[src/rtl/tsa_pkg.sv]
// Shared constants, types and encodings of the temperature alarm sensor
package tsa_pkg;
  // Clock and timing
  localparam int CLK_PERIOD_NS = 10;
  localparam int SPIKE_NS = 50;
  localparam int SPIKE_CYCLES = (SPIKE_NS + CLK_PERIOD_NS - 1) / CLK_PERIOD_NS;
  localparam int CONV_TIME_MS = 130;
  localparam int CONV_CYCLES = CONV_TIME_MS * (1000000 / CLK_PERIOD_NS);
  // Slave address: upper five bits fixed, low two from the select pin
  localparam logic [4:0] DEV_ADDR_HI = 5'h12;
  // Pointer codes
  localparam logic [1:0] PTR_TEMP = 2'h0;
  localparam logic [1:0] PTR_CFG = 2'h1;
  localparam logic [1:0] PTR_TLOW = 2'h2;
  localparam logic [1:0] PTR_THIGH = 2'h3;
  // Reset values
  localparam logic [15:0] TEMP_INVALID = 16'h8000;
  localparam logic [8:0] THIGH_RST = 9'h0a0;
  localparam logic [8:0] TLOW_RST = 9'h096;
  // Configuration field positions
  localparam int CFG_SHDN = 0;
  localparam int CFG_INTM = 1;
  localparam int CFG_POL = 2;
  localparam int CFG_FQ_LO = 3;
  localparam int CFG_W = 5;
  localparam logic [CFG_W-1:0] CFG_RST = 5'h00;
  // Side event registers
  localparam logic [1:0] EVT_STATUS_OFS = 2'h0;
  localparam logic [1:0] EVT_MASK_OFS = 2'h1;
  localparam int EVT_CONV = 0;
  localparam int EVT_ALARM_ON = 1;
  localparam int EVT_ALARM_OFF = 2;
  localparam int EVT_BUS_WR = 3;
  localparam int EVT_W = 4;
  localparam logic [EVT_W-1:0] EVT_RST = 4'h0;

  typedef struct packed {
    logic [1:0] fault_depth;
    logic pol_high;
    logic int_mode;
    logic shutdown;
  } tsa_cfg_t;

  typedef enum logic [2:0] {
    ST_IDLE = 3'b000,
    ST_ADDR = 3'b001,
    ST_RX = 3'b010,
    ST_ACK = 3'b011,
    ST_TX = 3'b100,
    ST_MACK = 3'b101
  } tsa_state_t;
endpackage

[src/rtl/tsa_glitch_filt.sv]
// Two-stage synchroniser followed by a spike suppressor
module tsa_glitch_filt
  import tsa_pkg::*;
#(
  parameter int STABLE_CYCLES = SPIKE_CYCLES,
  parameter logic RESET_VAL = 1'b1
) (
  // Clock and reset
  input wire logic ref_clk,
  input wire logic srst,
  // Pin and filtered level
  input wire logic pin_in,
  output logic level_q
);
  logic meta_q;
  logic sync_q;
  logic [7:0] cnt_q;

  // Two flip-flops before any logic looks at the pin
  always_ff @(posedge ref_clk) begin
    if (srst) begin
      meta_q <= RESET_VAL;
      sync_q <= RESET_VAL;
    end else begin
      meta_q <= pin_in;
      sync_q <= meta_q;
    end
  end

  // Output follows only after the new level held for the whole window
  always_ff @(posedge ref_clk) begin
    if (srst) begin
      cnt_q <= 8'h00;
      level_q <= RESET_VAL;
    end else if (sync_q == level_q) begin
      cnt_q <= 8'h00;
    end else if (cnt_q >= 8'(STABLE_CYCLES - 1)) begin
      cnt_q <= 8'h00;
      level_q <= sync_q;
    end else begin
      cnt_q <= cnt_q + 8'h01;
    end
  end
endmodule

[src/rtl/tsa_conv.sv]
// Conversion timer and result register
module tsa_conv
  import tsa_pkg::*;
#(
  parameter int CYCLES = CONV_CYCLES,
  parameter int RES_BITS = 9
) (
  // Clock and reset
  input wire logic ref_clk,
  input wire logic srst,
  // Control
  input wire logic run,
  input wire logic shutdown,
  // Converter code, full scale signed, left-justified
  input wire logic [11:0] adc_code,
  // Result
  output logic [15:0] result_q,
  output logic done_q
);
  localparam logic [15:0] RES_MASK = ~(16'hffff >> RES_BITS);
  logic [31:0] cnt_q;

  // Free-running cycle timer, restarted whenever conversion is halted
  always_ff @(posedge ref_clk) begin
    if (srst || !run || shutdown) begin
      cnt_q <= 32'h0000_0000;
      done_q <= 1'b0;
    end else if (cnt_q >= 32'(CYCLES - 1)) begin
      cnt_q <= 32'h0000_0000;
      done_q <= 1'b1;
    end else begin
      cnt_q <= cnt_q + 32'h0000_0001;
      done_q <= 1'b0;
    end
  end

  // Result holds the invalid code until a conversion completes
  always_ff @(posedge ref_clk) begin
    if (srst || shutdown) begin
      result_q <= TEMP_INVALID;
    end else if (run && cnt_q >= 32'(CYCLES - 1)) begin
      result_q <= {adc_code, 4'h0} & RES_MASK;
    end
  end
endmodule

[src/rtl/tsa_top.sv]
// Temperature sensor digital core: serial slave, registers, alarm
//
// Overview of operation
// - Converts continuously except while a temperature read is pending; latest result readable over the bus any time.
// - Alarm asserts when result exceeds high threshold, after fault qualify.
// - Fault queue depth of conversions must agree before alarm changes.
// - Alarm pin polarity chosen by a configuration bit.
// - Comparator mode: alarm clears only below low threshold, qualified.
// - Interrupt mode: any register read clears an active alarm.
// - One conversion about every 130 ms, result updated once per cycle.
// - Result reads 8000h after power-up until first conversion completes.
// - Shutdown bit stops conversion; bus and reset logic keep running.
// - Result forced to 8000h while shut down.
// - Slave only: byte and word reads and writes.
// - Address pin tied low, high, to data or clock gives 0..3.
// - Data, clock and address inputs ignore spikes under 50 ns.
// - Pointer written first; bits 1:0 pick register, others read zero.
// - Config bits: shutdown, interrupt mode, active-high; reset zero.
// - Config bits 4:3 give fault depth 1, 2, 4 or 6.
// - Temperature left-justified two's complement, unused low bits zero.
//
// Local design decisions: the address-and-strobe port and the address map.
module tsa_top
  import tsa_pkg::*;
#(
  parameter int CONV_CYC = CONV_CYCLES,
  parameter int RES_BITS = 9
) (
  // Clock and reset
  input wire logic ref_clk,
  input wire logic srst,
  // Serial bus pins
  input wire logic scl_in,
  input wire logic sda_in,
  output logic sda_out,
  output logic sda_oe,
  input wire logic add_in,
  // Alarm pin
  output logic overtemp_alarm_out,
  // Converter code
  input wire logic [11:0] adc_code,
  // Event register port
  input wire logic [1:0] evt_addr,
  input wire logic [7:0] evt_wdata,
  input wire logic evt_wr,
  input wire logic evt_rd,
  output logic [7:0] evt_rdata,
  output logic evt_irq
);
  // Fault count needed for a given depth code
  function automatic logic [2:0] fault_need(input logic [1:0] code);
    unique case (code)
      2'h0: fault_need = 3'h1;
      2'h1: fault_need = 3'h2;
      2'h2: fault_need = 3'h4;
      2'h3: fault_need = 3'h6;
    endcase
  endfunction

  logic scl_f, sda_f, add_f;
  logic scl_d1_q, sda_d1_q;
  logic scl_rise, scl_fall, bus_start, bus_stop;
  tsa_state_t state_q;
  logic [7:0] shift_q;
  logic [2:0] bit_q;
  logic done_q;
  logic rw_q;
  logic [1:0] byte_q;
  logic [1:0] ptr_q;
  logic [7:0] msb_q;
  logic [15:0] tx_q;
  logic sda_oe_q;
  logic hold_q;
  logic [7:0] rx_byte;
  logic seen_low_q, diff_scl_q, diff_sda_q;
  logic [1:0] add_sel;
  tsa_cfg_t cfg_q;
  logic [8:0] thigh_q, tlow_q;
  logic [15:0] temp;
  logic conv_done;
  logic hot_q, int_alarm_q, alarm_pin_q;
  logic [2:0] fault_q;
  logic cond, flip, reg_read, reg_write;
  logic [EVT_W-1:0] evt_stat_q, evt_mask_q, evt_set;
  logic [7:0] evt_rdata_q;

  // Spike filters on all three pins
  tsa_glitch_filt #(.STABLE_CYCLES(SPIKE_CYCLES), .RESET_VAL(1'b1)) u_scl (
    .ref_clk(ref_clk), .srst(srst), .pin_in(scl_in), .level_q(scl_f));
  tsa_glitch_filt #(.STABLE_CYCLES(SPIKE_CYCLES), .RESET_VAL(1'b1)) u_sda (
    .ref_clk(ref_clk), .srst(srst), .pin_in(sda_in), .level_q(sda_f));
  tsa_glitch_filt #(.STABLE_CYCLES(SPIKE_CYCLES), .RESET_VAL(1'b1)) u_add (
    .ref_clk(ref_clk), .srst(srst), .pin_in(add_in), .level_q(add_f));

  // Converter, halted by shutdown or a pending temperature read
  tsa_conv #(.CYCLES(CONV_CYC), .RES_BITS(RES_BITS)) u_conv (
    .ref_clk(ref_clk),
    .srst(srst),
    .run(!hold_q),
    .shutdown(cfg_q.shutdown),
    .adc_code(adc_code),
    .result_q(temp),
    .done_q(conv_done)
  );

  // Bus edge and condition detection on filtered levels
  always_ff @(posedge ref_clk) begin
    if (srst) begin
      scl_d1_q <= 1'b1;
      sda_d1_q <= 1'b1;
    end else begin
      scl_d1_q <= scl_f;
      sda_d1_q <= sda_f;
    end
  end
  assign scl_rise = scl_f && !scl_d1_q;
  assign scl_fall = !scl_f && scl_d1_q;
  assign bus_start = scl_f && scl_d1_q && sda_d1_q && !sda_f;
  assign bus_stop = scl_f && scl_d1_q && !sda_d1_q && sda_f;
  assign rx_byte = {shift_q[6:0], sda_f};

  // Address pin strap: watch whether it ever differs from each line
  always_ff @(posedge ref_clk) begin
    if (srst) begin
      seen_low_q <= 1'b0;
      diff_scl_q <= 1'b0;
      diff_sda_q <= 1'b0;
    end else begin
      if (!add_f) seen_low_q <= 1'b1;
      if (add_f != scl_f) diff_scl_q <= 1'b1;
      if (add_f != sda_f) diff_sda_q <= 1'b1;
    end
  end
  always_comb begin
    if (!seen_low_q) add_sel = 2'h1;
    else if (!diff_scl_q) add_sel = 2'h3;
    else if (!diff_sda_q) add_sel = 2'h2;
    else add_sel = 2'h0;
  end

  // Register access strobes
  assign reg_read = (state_q == ST_ADDR) && scl_rise && done_q == 1'b0 &&
                    bit_q == 3'h7 && rx_byte[7:1] == {DEV_ADDR_HI, add_sel} &&
                    rx_byte[0];
  assign reg_write = (state_q == ST_RX) && scl_rise && bit_q == 3'h7 &&
                     byte_q != 2'h0;

  // Serial slave state machine
  always_ff @(posedge ref_clk) begin
    if (srst || bus_stop) begin
      state_q <= ST_IDLE;
      bit_q <= 3'h0;
      done_q <= 1'b0;
      byte_q <= 2'h0;
      sda_oe_q <= 1'b0;
    end else if (bus_start) begin
      state_q <= ST_ADDR;
      bit_q <= 3'h0;
      done_q <= 1'b0;
      byte_q <= 2'h0;
      sda_oe_q <= 1'b0;
    end else if (scl_rise) begin
      unique case (state_q)
        ST_ADDR, ST_RX, ST_TX: begin
          shift_q <= rx_byte;
          bit_q <= bit_q + 3'h1;
          done_q <= (bit_q == 3'h7);
          if (state_q == ST_ADDR && bit_q == 3'h7) begin
            if (rx_byte[7:1] == {DEV_ADDR_HI, add_sel}) begin
              rw_q <= rx_byte[0];
            end else begin
              state_q <= ST_IDLE;
            end
          end
        end
        ST_MACK: begin
          if (sda_f) state_q <= ST_IDLE; // Master NACK ends the read
        end
        default: begin
        end
      endcase
    end else if (scl_fall) begin
      unique case (state_q)
        ST_ADDR, ST_RX: begin
          if (done_q) begin
            state_q <= ST_ACK;
            sda_oe_q <= 1'b1;
            done_q <= 1'b0;
            if (state_q == ST_RX && byte_q != 2'h3) byte_q <= byte_q + 2'h1;
          end
        end
        ST_ACK: begin
          if (rw_q) begin
            state_q <= ST_TX;
            sda_oe_q <= !tx_q[15];
          end else begin
            state_q <= ST_RX;
            sda_oe_q <= 1'b0;
          end
        end
        ST_TX: begin
          tx_q <= {tx_q[14:0], 1'b0};
          if (done_q) begin
            state_q <= ST_MACK;
            sda_oe_q <= 1'b0;
            done_q <= 1'b0;
          end else begin
            sda_oe_q <= !tx_q[14];
          end
        end
        ST_MACK: begin
          state_q <= ST_TX;
          sda_oe_q <= !tx_q[15];
        end
        default: begin
        end
      endcase
    end
    // Snapshot of the selected register for the read that follows
    if (!srst && reg_read) begin
      unique case (ptr_q)
        PTR_TEMP: tx_q <= temp;
        PTR_CFG: tx_q <= {3'h0, cfg_q, 3'h0, cfg_q};
        PTR_TLOW: tx_q <= {tlow_q, 7'h00};
        PTR_THIGH: tx_q <= {thigh_q, 7'h00};
      endcase
    end
  end
  assign sda_out = 1'b0;
  assign sda_oe = sda_oe_q;

  // Pointer and writable registers
  always_ff @(posedge ref_clk) begin
    if (srst) begin
      ptr_q <= PTR_TEMP;
      msb_q <= 8'h00;
      cfg_q <= CFG_RST;
      thigh_q <= THIGH_RST;
      tlow_q <= TLOW_RST;
    end else if (state_q == ST_RX && scl_rise && bit_q == 3'h7) begin
      if (byte_q == 2'h0) begin
        ptr_q <= rx_byte[1:0];
      end else if (byte_q == 2'h1) begin
        msb_q <= rx_byte;
        if (ptr_q == PTR_CFG) cfg_q <= rx_byte[CFG_W-1:0];
      end else begin
        if (ptr_q == PTR_TLOW) tlow_q <= {msb_q, rx_byte[7]};
        if (ptr_q == PTR_THIGH) thigh_q <= {msb_q, rx_byte[7]};
      end
    end
  end

  // A temperature read freezes conversion until the stop condition
  always_ff @(posedge ref_clk) begin
    if (srst || bus_stop) begin
      hold_q <= 1'b0;
    end else if (reg_read && ptr_q == PTR_TEMP) begin
      hold_q <= 1'b1;
    end
  end

  // Fault queue and comparator state
  assign cond = hot_q ? ($signed(temp[15:7]) < $signed(tlow_q))
                      : ($signed(temp[15:7]) > $signed(thigh_q));
  assign flip = conv_done && cond &&
                (fault_q + 3'h1 >= fault_need(cfg_q.fault_depth));
  always_ff @(posedge ref_clk) begin
    if (srst) begin
      fault_q <= 3'h0;
      hot_q <= 1'b0;
    end else if (conv_done) begin
      if (flip) begin
        fault_q <= 3'h0;
        hot_q <= !hot_q;
      end else if (cond) begin
        fault_q <= fault_q + 3'h1;
      end else begin
        fault_q <= 3'h0;
      end
    end
  end

  // Interrupt-mode latch: set on trip, cleared by a register read
  always_ff @(posedge ref_clk) begin
    if (srst) begin
      int_alarm_q <= 1'b0;
    end else if (flip && !hot_q) begin
      int_alarm_q <= 1'b1; // Set wins over a same-cycle read
    end else if (reg_read || reg_write) begin
      int_alarm_q <= 1'b0;
    end
  end

  // Alarm pin with selectable mode and polarity
  always_ff @(posedge ref_clk) begin
    if (srst) begin
      alarm_pin_q <= 1'b1;
    end else begin
      alarm_pin_q <= (cfg_q.int_mode ? int_alarm_q : hot_q)
                     ~^ cfg_q.pol_high;
    end
  end
  assign overtemp_alarm_out = alarm_pin_q;

  // Sticky event status, mask and interrupt line
  assign evt_set = {reg_write, flip && hot_q, flip && !hot_q, conv_done};
  always_ff @(posedge ref_clk) begin
    if (srst) begin
      evt_stat_q <= EVT_RST;
      evt_mask_q <= EVT_RST;
      evt_rdata_q <= 8'h00;
    end else begin
      if (evt_wr && evt_addr == EVT_STATUS_OFS) begin
        evt_stat_q <= (evt_stat_q & ~evt_wdata[EVT_W-1:0]) | evt_set;
      end else begin
        evt_stat_q <= evt_stat_q | evt_set;
      end
      if (evt_wr && evt_addr == EVT_MASK_OFS) begin
        evt_mask_q <= evt_wdata[EVT_W-1:0];
      end
      if (evt_rd) begin
        unique case (evt_addr)
          EVT_STATUS_OFS: evt_rdata_q <= {4'h0, evt_stat_q};
          EVT_MASK_OFS: evt_rdata_q <= {4'h0, evt_mask_q};
          default: evt_rdata_q <= 8'h00;
        endcase
      end
    end
  end
  assign evt_rdata = evt_rdata_q;
  assign evt_irq = |(evt_stat_q & evt_mask_q);
endmodule

[config.mk]
export PLATFORM = sky130hd
export DESIGN_NAME = tsa_top
export DESIGN_NICKNAME = d
export VERILOG_FILES = /design/src/rtl/tsa_pkg.sv /design/src/rtl/tsa_glitch_filt.sv /design/src/rtl/tsa_conv.sv /design/src/rtl/tsa_top.sv
export SDC_FILE = /design/constraint.sdc
export NUM_CORES = 1
export LEC_CHECK = 0
export ABC_AREA = 1
export BUFFER_PORTS_ARGS = -buffer_cell sky130_fd_sc_hd__buf_2
export CELL_PAD_IN_SITES_DETAIL_PLACEMENT = 1
export CELL_PAD_IN_SITES_GLOBAL_PLACEMENT = 2
export CORE_ASPECT_RATIO = 1.25
export CORE_MARGIN = 8
export CORE_UTILIZATION = 37
export DETAILED_ROUTE_END_ITERATION = 12
export HOLD_SLACK_MARGIN = 0.1
export PLACE_DENSITY_LB_ADDON = 0.1
export REMOVE_ABC_BUFFERS = 1
export SLEW_MARGIN = 20
export SYNTH_ARGS = -nofsm -noshare
export SYNTH_HDL_FRONTEND = slang
export SYNTH_HIERARCHICAL = 1
export SYNTH_SLANG_ARGS = --single-unit
export TNS_END_PERCENT = 20
[constraint.sdc]
create_clock -name ref_clk -period 4.4 [get_ports ref_clk]
set_input_delay 0.22 -clock ref_clk [delete_from_list [all_inputs] [get_ports ref_clk]]
set_output_delay 0.22 -clock ref_clk [all_outputs]
set_load 0.01 [all_outputs]
==> summary.md, run 1 <==
| Metric | Value |
|---|---|
| Outcome | finished, final reports clean |
| Synth top area cells | dfxtp_1, edfxtp_1, nand2_1 |
| Crit path DAT | 2.62 ns |
| VDD IR-drop max | 0.197 mV |
| Dpl hpwl | 13700 µm |
| Cell Area, Synth | 7880 µm² |
| Post-synth cell types | 48 |
| IO buf count | 28 |
| Multiplexer area fraction after synthesis | 0.00635 |
| Number of buffers created by CTS | 17 |
| Setup crit end kind | register |
| Share of the synthesized area in the top cell type | 0.361 |
| Ports | 41 |
| Worst-path clk slew | 0.07 ns |
| P_leak | 3.92 nW |
| Pin slew with the least headroom to its limit | 0.681 ns |
| Worst Path Max Fanout | 10 |
| Worst Path Required | 4.45 ns |
| WL/cell | 14.0 µm |
| Max transition margin | 0.544 |
| Most numerous cell in the Yosys netlist | nand2_1 |
| Asr flop ratio synth | 0 |
| NetSw | 753 µW |
| Slew Limit Fails | 0 |
| Final worst setup slack | 1.83 ns |
| Vias | 6149 |
| Final Hold Viols | 0 |
| Adder-Cell Fraction of Synth Area | 0.0571 |
| Initial antenna violation count | 0 |
| Pwr dens | 357 nW/µm² |
| Site Rows | 59 |
| CTS Buffer Depth | 2 |
| Final nets | 1102 |
| Hold crit path type | in -> reg |
| Die W | 147 µm |
| Synth Area in Compound Gates | 0.128 |
| Post-Synth XOR/XNOR Area | 0.0222 |
| Drt total wl | 18600 µm |
| Crit path launch | u_scl/level_q |
| GRT Total Usage | 0.148 |
| First-pass GRT wire length | 31100 µm |
| Synth Warn # | 6 |
| Clk_skew | 0.0102 ns |
| Fillers | 2589 |
| Layout cell share with drive strength beyond 1 | 0.134 |
| Net Sw Frac | 0.236 |
| Number of max-cap violations | 0 |
| Iteration-0 DRC Markers | 206 |
| Period utilisation layout | 0.583 |
| Post-synth top area cell | dfxtp_1 |
| Post-synth top cells | nand2_1, inv_1, dfxtp_1 |
| Worst reg2reg path depth | 6 |
| Root buf cell | clkbuf_16 |
| Post-route ant nets | 0 |
| Postcts setup bufs | 0 |
| Seq/Total Area, Yosys | 0.452 |
| Ys flop type | dfxtp_1 |
| Main combinational cell family by area after synthesis | simple AND/OR/NAND/NOR gates |
| Fmax | 390 MHz |
| End of the critical path | shift_q[6] |
| DRC viols | 0 |
| Antenna diode count | 0 |
| Hold depth | 5 |
| Synthesis-to-finish area growth | 13.5% |
| Global route overflow | 0 |
| FF-to-FF setup slack | 1.83 ns |
| Starting Density | 0.377 |
| Flop pwr share | 0.497 |
| Latest clock arrival within the worst-skew pair | 0.42 ns |
| RSZ-0062 raised after global routing | no |
| DR pass1 iterations | 4 |
| Logic pwr share | 0.047 |
| Routability cong. | 0.739 |
| Area of the die | 26300 µm² |
| CTS Sinks | 166 |
| Final setup fails | 0 |
| H-tree Lvls | 4 |
| Gate Count Post-Synth | 978 |
| Post-route minimum period | 2.57 ns |
| Clk network pwr share | 0.455 |
| Worst r2r src | u_scl/level_q |
| Reg-to-Reg End | shift_q[6] |
| Crit path launch type | register |
| Synth Area in Simple Gates | 0.230 |
| Number of synthesized flops with an enable pin | 24 |
| CTS tree | yes |
| Pre-CTS setup slack | 1.78 ns |
| Core Region | 20900 µm² |
| Pint | 2.44 mW |
| Pin count of the biggest net entering global routing | 49 |
| Critical path class | reg -> reg |
| Post-Syn Area per Cell | 8.06 µm² |
| Die height | 179 µm |
| Vias per cell | 4.64 |
| Number of global-route vias before repair | 6233 |
| Yosys reg bits | 166 |
| Setup tns final | 0 ns |
-- power by group through the flow --
stage | clock network, mW | logic [mW] | registers (mW)
5_1_grt | 1.56 | 0.176 | 1.59
4_1_cts | 1.51 | 0.154 | 1.59
2_1_floorplan | 0 | 0.0977 | 1.62
3_3_place_gp | 0 | 0.145 | 1.62
6_report | 1.45 | 0.151 | 1.59
3_5_place_dp | 0 | 0.148 | 1.62
-- cell families (layout without fill, tap and decap cells) --
| family | Yosys count | count (layout) |
|---|---|---|
| and+or+nand+nor | 387 | 387 |
| muxes | 5 | 5 |
| buffers and inverters | 187 | 229 |
| other | 5 | 35 |
| adders and majority gates | 36 | 36 |
| DFF | 166 | 166 |
| xor gates and xnor gates | 20 | 20 |
| AOI/OAI and AO/OA | 172 | 172 |
-- critical path, stage by stage, from the launching register on --
cell     delay [ns]
dfxtp_1        0.38
ha_1           0.24
a31oi_1        0.21
inv_1          0.09
nor2_1         0.50
inv_1          0.20
nor2_1         0.57
-- worst min-delay path by stage --
stage / end / slack (ns) / startpoint
2_1_floorplan: evt_stat_q[0] / 0.29 / srst
3_3_place_gp: u_add/sync_q / 0.39 / u_add/meta_q
3_5_place_dp: u_scl/sync_q / 0.40 / u_scl/meta_q
4_1_cts: u_conv/result_q[13] / 0.10 / adc_code[9]
5_1_grt: u_conv/result_q[14] / 0.13 / adc_code[10]
6_report: u_conv/result_q[11] / 0.12 / adc_code[7]
-- registers in the layout, indices dropped and copies added, names as in the netlist, 7 cells and up --
register and cells:
u_conv/result_q 9, shift_q 7, tx_q 16, thigh_q 9, u_add/cnt_q 8, tlow_q 9
u_conv/cnt_q 32, u_sda/cnt_q 8, u_scl/cnt_q 8, msb_q 8
-- routing by layer --
layer / share of wire / up-vias / global-route usage
met5: 0 / - / 0
met4: 0.013 / 0 / 0.0452
met3: 0.019 / 18 / 0.0295
met2: 0.51 / 36 / 0.270
met1: 0.46 / 2867 / 0.171
li1: - / 3228 / -
-- placed cells by master, fill, tap and decap left out, types with 28 or more instances in the layout --
cell	instances
a21oi_1	70
inv_1	146
nor2_1	118
nand3_1	44
nand2_1	152
ha_1	36
dfxtp_1	142
o21ai_0	48
buf_2	28
conb_1	35
-- area by class of cell --
cell class	count	area, µm²	area share
timing repair buffer	39	240	0.0268
clock inverter	12	118	0.0131
tap	274	343	0.0383
inverter	158	596	0.0665
clock buffer	20	457	0.0510
sequential	166	3560	0.398
multi-input combinational	655	3630	0.406
-- repair_timing --
item,CTS,global route
resized for setup,0,0
endpoints found under the hold margin,9,0
hold buffers,7,0
-- stage by stage --
step / hold slack (ns) / utilization / std cells / power [mW] / cell area [µm²]
2_1_floorplan: 0.289 / - / 979 / 1.71 / 7780
3_3_place_gp: 0.391 / 0.398 / 1285 / 1.77 / 8310
3_5_place_dp: 0.395 / 0.398 / 1285 / 1.77 / 8310
4_1_cts: 0.101 / 0.428 / 1324 / 3.25 / 8950
5_1_grt: 0.128 / 0.428 / 1324 / 3.33 / 8950
6_report: 0.115 / 0.428 / 1324 / 3.19 / 8950
(Power assumes the default switching activity.)
==> run 2: changes to the inputs <==
--- a/config.mk
+++ b/config.mk
@@ -5,13 +5,13 @@
 export SDC_FILE = /design/constraint.sdc
 export NUM_CORES = 1
 export LEC_CHECK = 0
-export ABC_AREA = 1
+export ABC_AREA = 0
 export BUFFER_PORTS_ARGS = -buffer_cell sky130_fd_sc_hd__buf_2
 export CELL_PAD_IN_SITES_DETAIL_PLACEMENT = 1
 export CELL_PAD_IN_SITES_GLOBAL_PLACEMENT = 2
 export CORE_ASPECT_RATIO = 1.25
 export CORE_MARGIN = 8
-export CORE_UTILIZATION = 37
+export CORE_UTILIZATION = 40
 export DETAILED_ROUTE_END_ITERATION = 12
 export HOLD_SLACK_MARGIN = 0.1
 export PLACE_DENSITY_LB_ADDON = 0.1
==> constraint.sdc (replaced) <==
create_clock -name ref_clk -period 2.4 [get_ports ref_clk]
set_input_delay 0.12 -clock ref_clk [delete_from_list [all_inputs] [get_ports ref_clk]]
set_output_delay 0.12 -clock ref_clk [all_outputs]
set_load 0.01 [all_outputs]
==> run 2 against run 1 <==
Effect of this change:
- hold slack better by 0.095 ns
- die area down 8.6%
- largest cell class unchanged
- clock power grew 79%
==> summary.md, run 2 <==
| Metric | Value |
|---|---|
| Outcome | finished, final reports clean |
| Ports | 41 |
| Slowest cell delay on critical path | 0.55 ns |
| Pin slew with the least headroom to its limit | 0.658 ns |
| Final worst setup slack | 0.122 ns |
| Crit path buffers/inverters | 1 |
| Fin cells | 1114 |
| Slew Limit Fails | 0 |
| Dpl hpwl | 14300 µm |
| Number of global-route vias before repair | 6383 |
| Routability cong. | 0.834 |
| First-pass GRT wire length | 32300 µm |
| Worst Path Required | 2.71 ns |
| Synth top area cells | dfxtp_1, edfxtp_1, mux2i_1 |
| Crit path launch type | register |
| Asr flop ratio synth | 0 |
| Setup tns final | 0 ns |
| Post-route ant nets | 0 |
| Critical path class | reg -> reg |
| Iteration-0 DRC Markers | 220 |
| WL/cell | 16.9 µm |
| VDD IR-drop max | 0.415 mV |
| Die W | 140 µm |
| RSZ-0062 raised after global routing | yes |
| DR pass1 iterations | 4 |
| Synthesis-to-finish area growth | 16.8% |
| Overall power | 5.76 mW |
| Share of the synthesized area in the top cell type | 0.369 |
| Top delay family on crit path | simple AND/OR/NAND/NOR gates |
| Hold depth | 5 |
| Initial antenna violation count | 0 |
| Synth Warn # | 6 |
| Worst-path clk slew | 0.07 ns |
| Post-synth top cells | dfxtp_1, nor2_1, nand2_1 |
| Gate Count Post-Synth | 782 |
| Site Rows | 57 |
| Pin count of the biggest net entering global routing | 31 |
| Max reg flops | 32 |
| Drt total wl | 18900 µm |
| Post-route minimum period | 2.28 ns |
| Final nets | 930 |
| Pre-CTS setup slack | 0.123 ns |
| Worst r2r src | bit_q[0] |
| Post-Syn Area per Cell | 9.86 µm² |
| GRT Total Usage | 0.168 |
| Post-synth top area cell | dfxtp_1 |
| Post-synth cell types | 73 |
| Ys flop type | dfxtp_1 |
| Starting Density | 0.402 |
| Seq/Total Area, Yosys | 0.462 |
| Vias | 5817 |
| Number of synthesized flops with an enable pin | 24 |
| Largest register by flop count | u_conv/cnt_q |
| Hold Slack | 0.210 ns |
| P_leak | 3.57 nW |
| DRC viols | 0 |
| Postcts setup bufs | 0 |
| Global route overflow | 0 |
| Final setup fails | 0 |
| Worst reg2reg path depth | 8 |
| Cell Chain, Critical Path | ha_1 > ha_1 > nand2_2 > or4_4 > nor4b_4 > buf_12 > nor2_1 > a211o_1 |
| Number of max-cap violations | 0 |
| Worst Path Max Fanout | 13 |
| Fmax | 439 MHz |
| CTS Buffer Depth | 2 |
| Layout cell share with drive strength beyond 1 | 0.151 |
| Setup crit end kind | register |
| Leading cell type in the layout, fill and taps excluded | dfxtp_1 |
| Final Hold Viols | 0 |
| Antenna diode count | 0 |
| Core Region | 19200 µm² |
| CTS Sinks | 166 |
| Top flop regs | u_conv/cnt_q: 32 flops, tx_q: 16 flops |
| Vias per cell | 5.22 |
| Root buf cell | clkbuf_16 |
| Crit path launch | bit_q[0] |
| Yosys reg bits | 166 |
| Placed cell count | 1063 |
| Worst path most repeated cell | ha_1 |
| H-tree Lvls | 4 |
| Area of the die | 24000 µm² |
| Crit path DAT | 2.58 ns |
| CTS tree | yes |
| Pwr dens | 640 nW/µm² |
| Cell Area, Synth | 7710 µm² |
| Hold crit path type | in -> reg |
| Levels on crit path | 8 |
| Slowest CP cell | or4_4 |
| Latest clock arrival within the worst-skew pair | 0.43 ns |
| Number of buffers created by CTS | 17 |
| Clk_skew | 0.00990 ns |
| Die height | 171 µm |
| Period utilisation layout | 0.949 |
| Most frequent cells in the layout | dfxtp_1, nor2_1, nand2_1 |
| Most numerous cell in the Yosys netlist | dfxtp_1 |
| IO buf count | 28 |
| Max transition margin | 0.559 |
| Worst hold path startpoint | evt_wr |
==> run 2: cell count changes in the layout (fill, tap and decap cells not counted), moves of 12 or more <==
cell and delta:
inv_1 -99, nor2_2 -14, buf_4 +25, nand3_1 -26, nand2_1 -96, dlygate4sd3_1 +12
a21oi_1 -53, o21ai_0 -25, xnor2_1 +13, mux2i_1 +44
==> run 2: per-stage QoR <==
stage / area, µm² / utilization
final: 9010 / 0.470
after global routing: 9010 / 0.470
after CTS: 9000 / 0.469
after detailed placement: 8250 / 0.430
after global placement: 8250 / 0.430
after floorplan: 7570 / -
==> run 2: timing repair <==
action / 4_1_cts / 5_1_grt
hold buffers: 19 / 0
gates resized for setup: 0 / 2
endpoints found under the setup margin: 0 / 4
hold endpoints to repair: 26 / 0
==> run 2: path summary, 6_finish.rpt <==
| kind | end | slack, ns |
|---|---|---|
| min reg2reg | u_add/sync_q | 0.41 |
| min | evt_stat_q[0] | 0.21 |
| max | tlow_q[1] | 0.12 |
| max reg2reg | tlow_q[1] | 0.12 |
==> run 2: cell type report <==
class | count | area (µm²)
clock buffer | 17 | 425
clock inverter | 15 | 130
fill | 2166 | 10200
inverter | 47 | 176
multi-input combinational | 556 | 3850
sequential | 166 | 3560
tap | 236 | 295
timing repair buffer | 77 | 568
==> run 2: cell families (layout without fill, tap and decap cells) <==
kind of cell,after synthesis,count (layout),synth area share
simple gates,284,284,0.194
flops,166,166,0.462
compound gates,105,105,0.0996
buf+inv,90,156,0.0553
mux,60,60,0.0870
fa+ha+maj,36,36,0.0584
xor+xnor,36,36,0.0409
other cells,5,35,0.00243
==> run 2: report_power, final <==
part           internal, mW  leakage [nW]  switching, mW  total, mW
Sequential             2.86          1.36         0.0374       2.90
Combinational         0.122          1.93          0.141      0.263
Clock                  1.37         0.277           1.23       2.60
==> run 2: routing by layer <==
| metal | track usage | wire length [µm] |
|---|---|---|
| met1 | 0.188 | 7990 |
| met2 | 0.313 | 10000 |
| met3 | 0.0336 | 476 |
| met4 | 0.0596 | 382 |
| met5 | 0 | 0 |
==> run 2: worst min-delay path, delay by kind of cell <==
| kind | cells | cell delay (ns) |
|---|---|---|
| compound gates | 1 | 0.06 |
| buf+inv | 1 | 0.10 |
| simple gates | 3 | 0.32 |
==> run 3: changes to the inputs <==
--- a/config.mk
+++ b/config.mk
@@ -10,7 +10,6 @@
 export CELL_PAD_IN_SITES_DETAIL_PLACEMENT = 1
 export CELL_PAD_IN_SITES_GLOBAL_PLACEMENT = 2
 export CORE_ASPECT_RATIO = 1.25
-export CORE_MARGIN = 8
 export CORE_UTILIZATION = 40
 export DETAILED_ROUTE_END_ITERATION = 12
 export HOLD_SLACK_MARGIN = 0.1
==> run 3 against run 2 <==
Effect of this change:
- hold slack worse by 0.073 ns
- non-clock buffer count is 1 lower
- fmax is 0.75% higher
- final cell count is 0.45% lower
- power is 1.0% higher
- routed wire length is 2.6% lower
- sequential share of layout area is 0.060 points lower
- critical path depth stayed put
- core utilization is 0.91 points higher
- setup slack better by 0.017 ns
- global-route usage is 3.1 points higher
- register-to-register slack better by 0.02 ns
==> summary.md, run 3 (same netlist as run 2, synthesis figures left out) <==
| Metric | Value |
|---|---|
| Final setup fails | 0 |
| Latest clock arrival within the worst-skew pair | 0.43 ns |
| Layout cell share with drive strength beyond 1 | 0.149 |
| Hold crit path type | in -> reg |
| Period utilisation layout | 0.942 |
| Antenna diode count | 0 |
| IO buf count | 28 |
| Post-route minimum period | 2.26 ns |
| Crit path DAT | 2.58 ns |
| Number of buffers created by CTS | 17 |
| Final nets | 929 |
| Post-route ant nets | 0 |
| Pwr dens | 645 nW/µm² |
| Die W | 126 µm |
| Die height | 157 µm |
| Drt total wl | 18400 µm |
| Number of global-route vias before repair | 6103 |
| Cell Chain, Critical Path | ha_1 > xor2_1 > ha_1 > a21oi_1 > o21ai_0 > and4_1 > a21o_1 > o21ba_2 |
| Pin count of the biggest net entering global routing | 31 |
| Slowest cell delay on critical path | 0.40 ns |
| Worst Path Required | 2.72 ns |
| Max reg flops | 32 |
| Worst path most repeated cell | ha_1 |
| Clk_skew | 0.0113 ns |
| WL/cell | 16.6 µm |
| VDD IR-drop max | 0.440 mV |
| DR pass1 iterations | 4 |
| Top flop regs | u_conv/cnt_q: 32 flops, tx_q: 16 flops |
| Slowest CP cell | dfxtp_1 |
| Root buf cell | clkbuf_16 |
| Leading cell type in the layout, fill and taps excluded | dfxtp_1 |
| Overall power | 5.82 mW |
| Dpl hpwl | 13700 µm |
| CTS tree | yes |
| Slew Limit Fails | 0 |
| Synthesis-to-finish area growth | 17.0% |
| CTS Buffer Depth | 2 |
| P_leak | 3.58 nW |
| Routability cong. | 0.791 |
| Fillers | 2096 |
| CTS Sinks | 166 |
| Core Util, Final | 0.479 |
| FF-to-FF setup slack | 0.14 ns |
| Vias per cell | 5.15 |
| H-tree Lvls | 4 |
| First-pass GRT wire length | 30700 µm |
| Area of the die | 19800 µm² |
| FF+latch area | 3560 µm² |
| Final Hold Viols | 0 |
| Core Region | 18800 µm² |
| Post-DP Area | 8260 µm² |
| Pin slew with the least headroom to its limit | 0.662 ns |
| Largest register by flop count | u_conv/cnt_q |
| GRT Total Usage | 0.199 |
| Most frequent cells in the layout | dfxtp_1, nor2_1, nand2_1 |
| Area of the multi-input gates | 3840 µm² |
| Initial antenna violation count | 0 |
| Worst Path Max Fanout | 4 |
| Site Rows | 56 |
| Starting Density | 0.409 |
| Critical path class | reg -> reg |
| Iteration-0 DRC Markers | 190 |
| Fmax | 442 MHz |
| Postcts setup bufs | 0 |
| Global route overflow | 0 |
| Worst-path clk slew | 0.06 ns |
| Setup crit end kind | register |
| Ports | 41 |
| Crit path launch type | register |
| Vias | 5713 |
| RSZ-0062 raised after global routing | no |
| Outcome | finished, final reports clean |
| Max transition margin | 0.556 |
| Fin area | 9020 µm² |
| DRC viols | 0 |
| Hold Slack | 0.137 ns |
| Number of max-cap violations | 0 |
[run 3: changes by cell type in the layout (fill, tap and decap cells not counted)]
cell,delta
clkbuf_16,+2
clkinv_2,+2
inv_6,-2
inv_8,-2
buf_12,+1
buf_4,-1
clkbuf_1,+1
clkbuf_8,+1
clkinv_4,-1
dlygate4sd3_1,-1
inv_4,-1
nor4bb_1,+1
nor4bb_2,-1
[run 3: metrics by stage]
stage / TNS (ns) / setup WS, ns / instances
finish: 0 / 0.139 / 1109
global route: 0 / 0.0180 / 1109
CTS: 0 / 0.119 / 1109
detailed placement: 0 / 0.138 / 1059
global placement: 0 / 0.205 / 1059
floorplan: -12.58 / -0.733 / 769
[run 3: worst max-delay path, delay by kind of cell (launching register included)]
family | cells | cell delay (ns)
AO/OA/AOI/OAI | 4 | 0.79
adder cells (fa/ha/maj) | 2 | 0.47
flip-flops | 1 | 0.40
AND/OR/NAND/NOR | 1 | 0.28
XOR/XNOR | 1 | 0.20
[run 3: worst paths after layout]
| kind | cells past startpoint | startpoint | endpoint |
|---|---|---|---|
| worst max-delay path | 8 | fault_q[0] | hot_q |
| worst min-delay path | 2 | srst | diff_sda_q |
| worst min register to register | 1 | u_scl/meta_q | u_scl/sync_q |
| worst max register to register | 8 | fault_q[0] | hot_q |
[run 3: report_power, final]
group | switching, mW | internal [mW]
clock | 1.17 | 1.49
sequential | 0.0379 | 2.86
combinational | 0.138 | 0.119
[run 3: cell type report]
type                    count  area share
well taps                 232      0.0322
clock inverters            11     0.00943
repair buffers             76      0.0632
flip-flops and latches    166       0.395
inverters                  47      0.0196
clock buffers              21      0.0546
multi-input cells         556       0.426
[run 3: repair_timing]
item | CTS | global route
gates resized for setup | 0 | 1
setup endpoints to repair | 0 | 3
endpoints found under the hold margin | 24 | 0
hold buffers | 18 | 0
[run 3: routing by layer]
layer | vias to the layer above | routed length, µm | track usage
li1 | 2864 | - | -
met1 | 2786 | 8090 | 0.223
met2 | 50 | 9710 | 0.377
met3 | 13 | 381 | 0.0438
met4 | 0 | 202 | 0.0545
met5 | - | 0 | 0
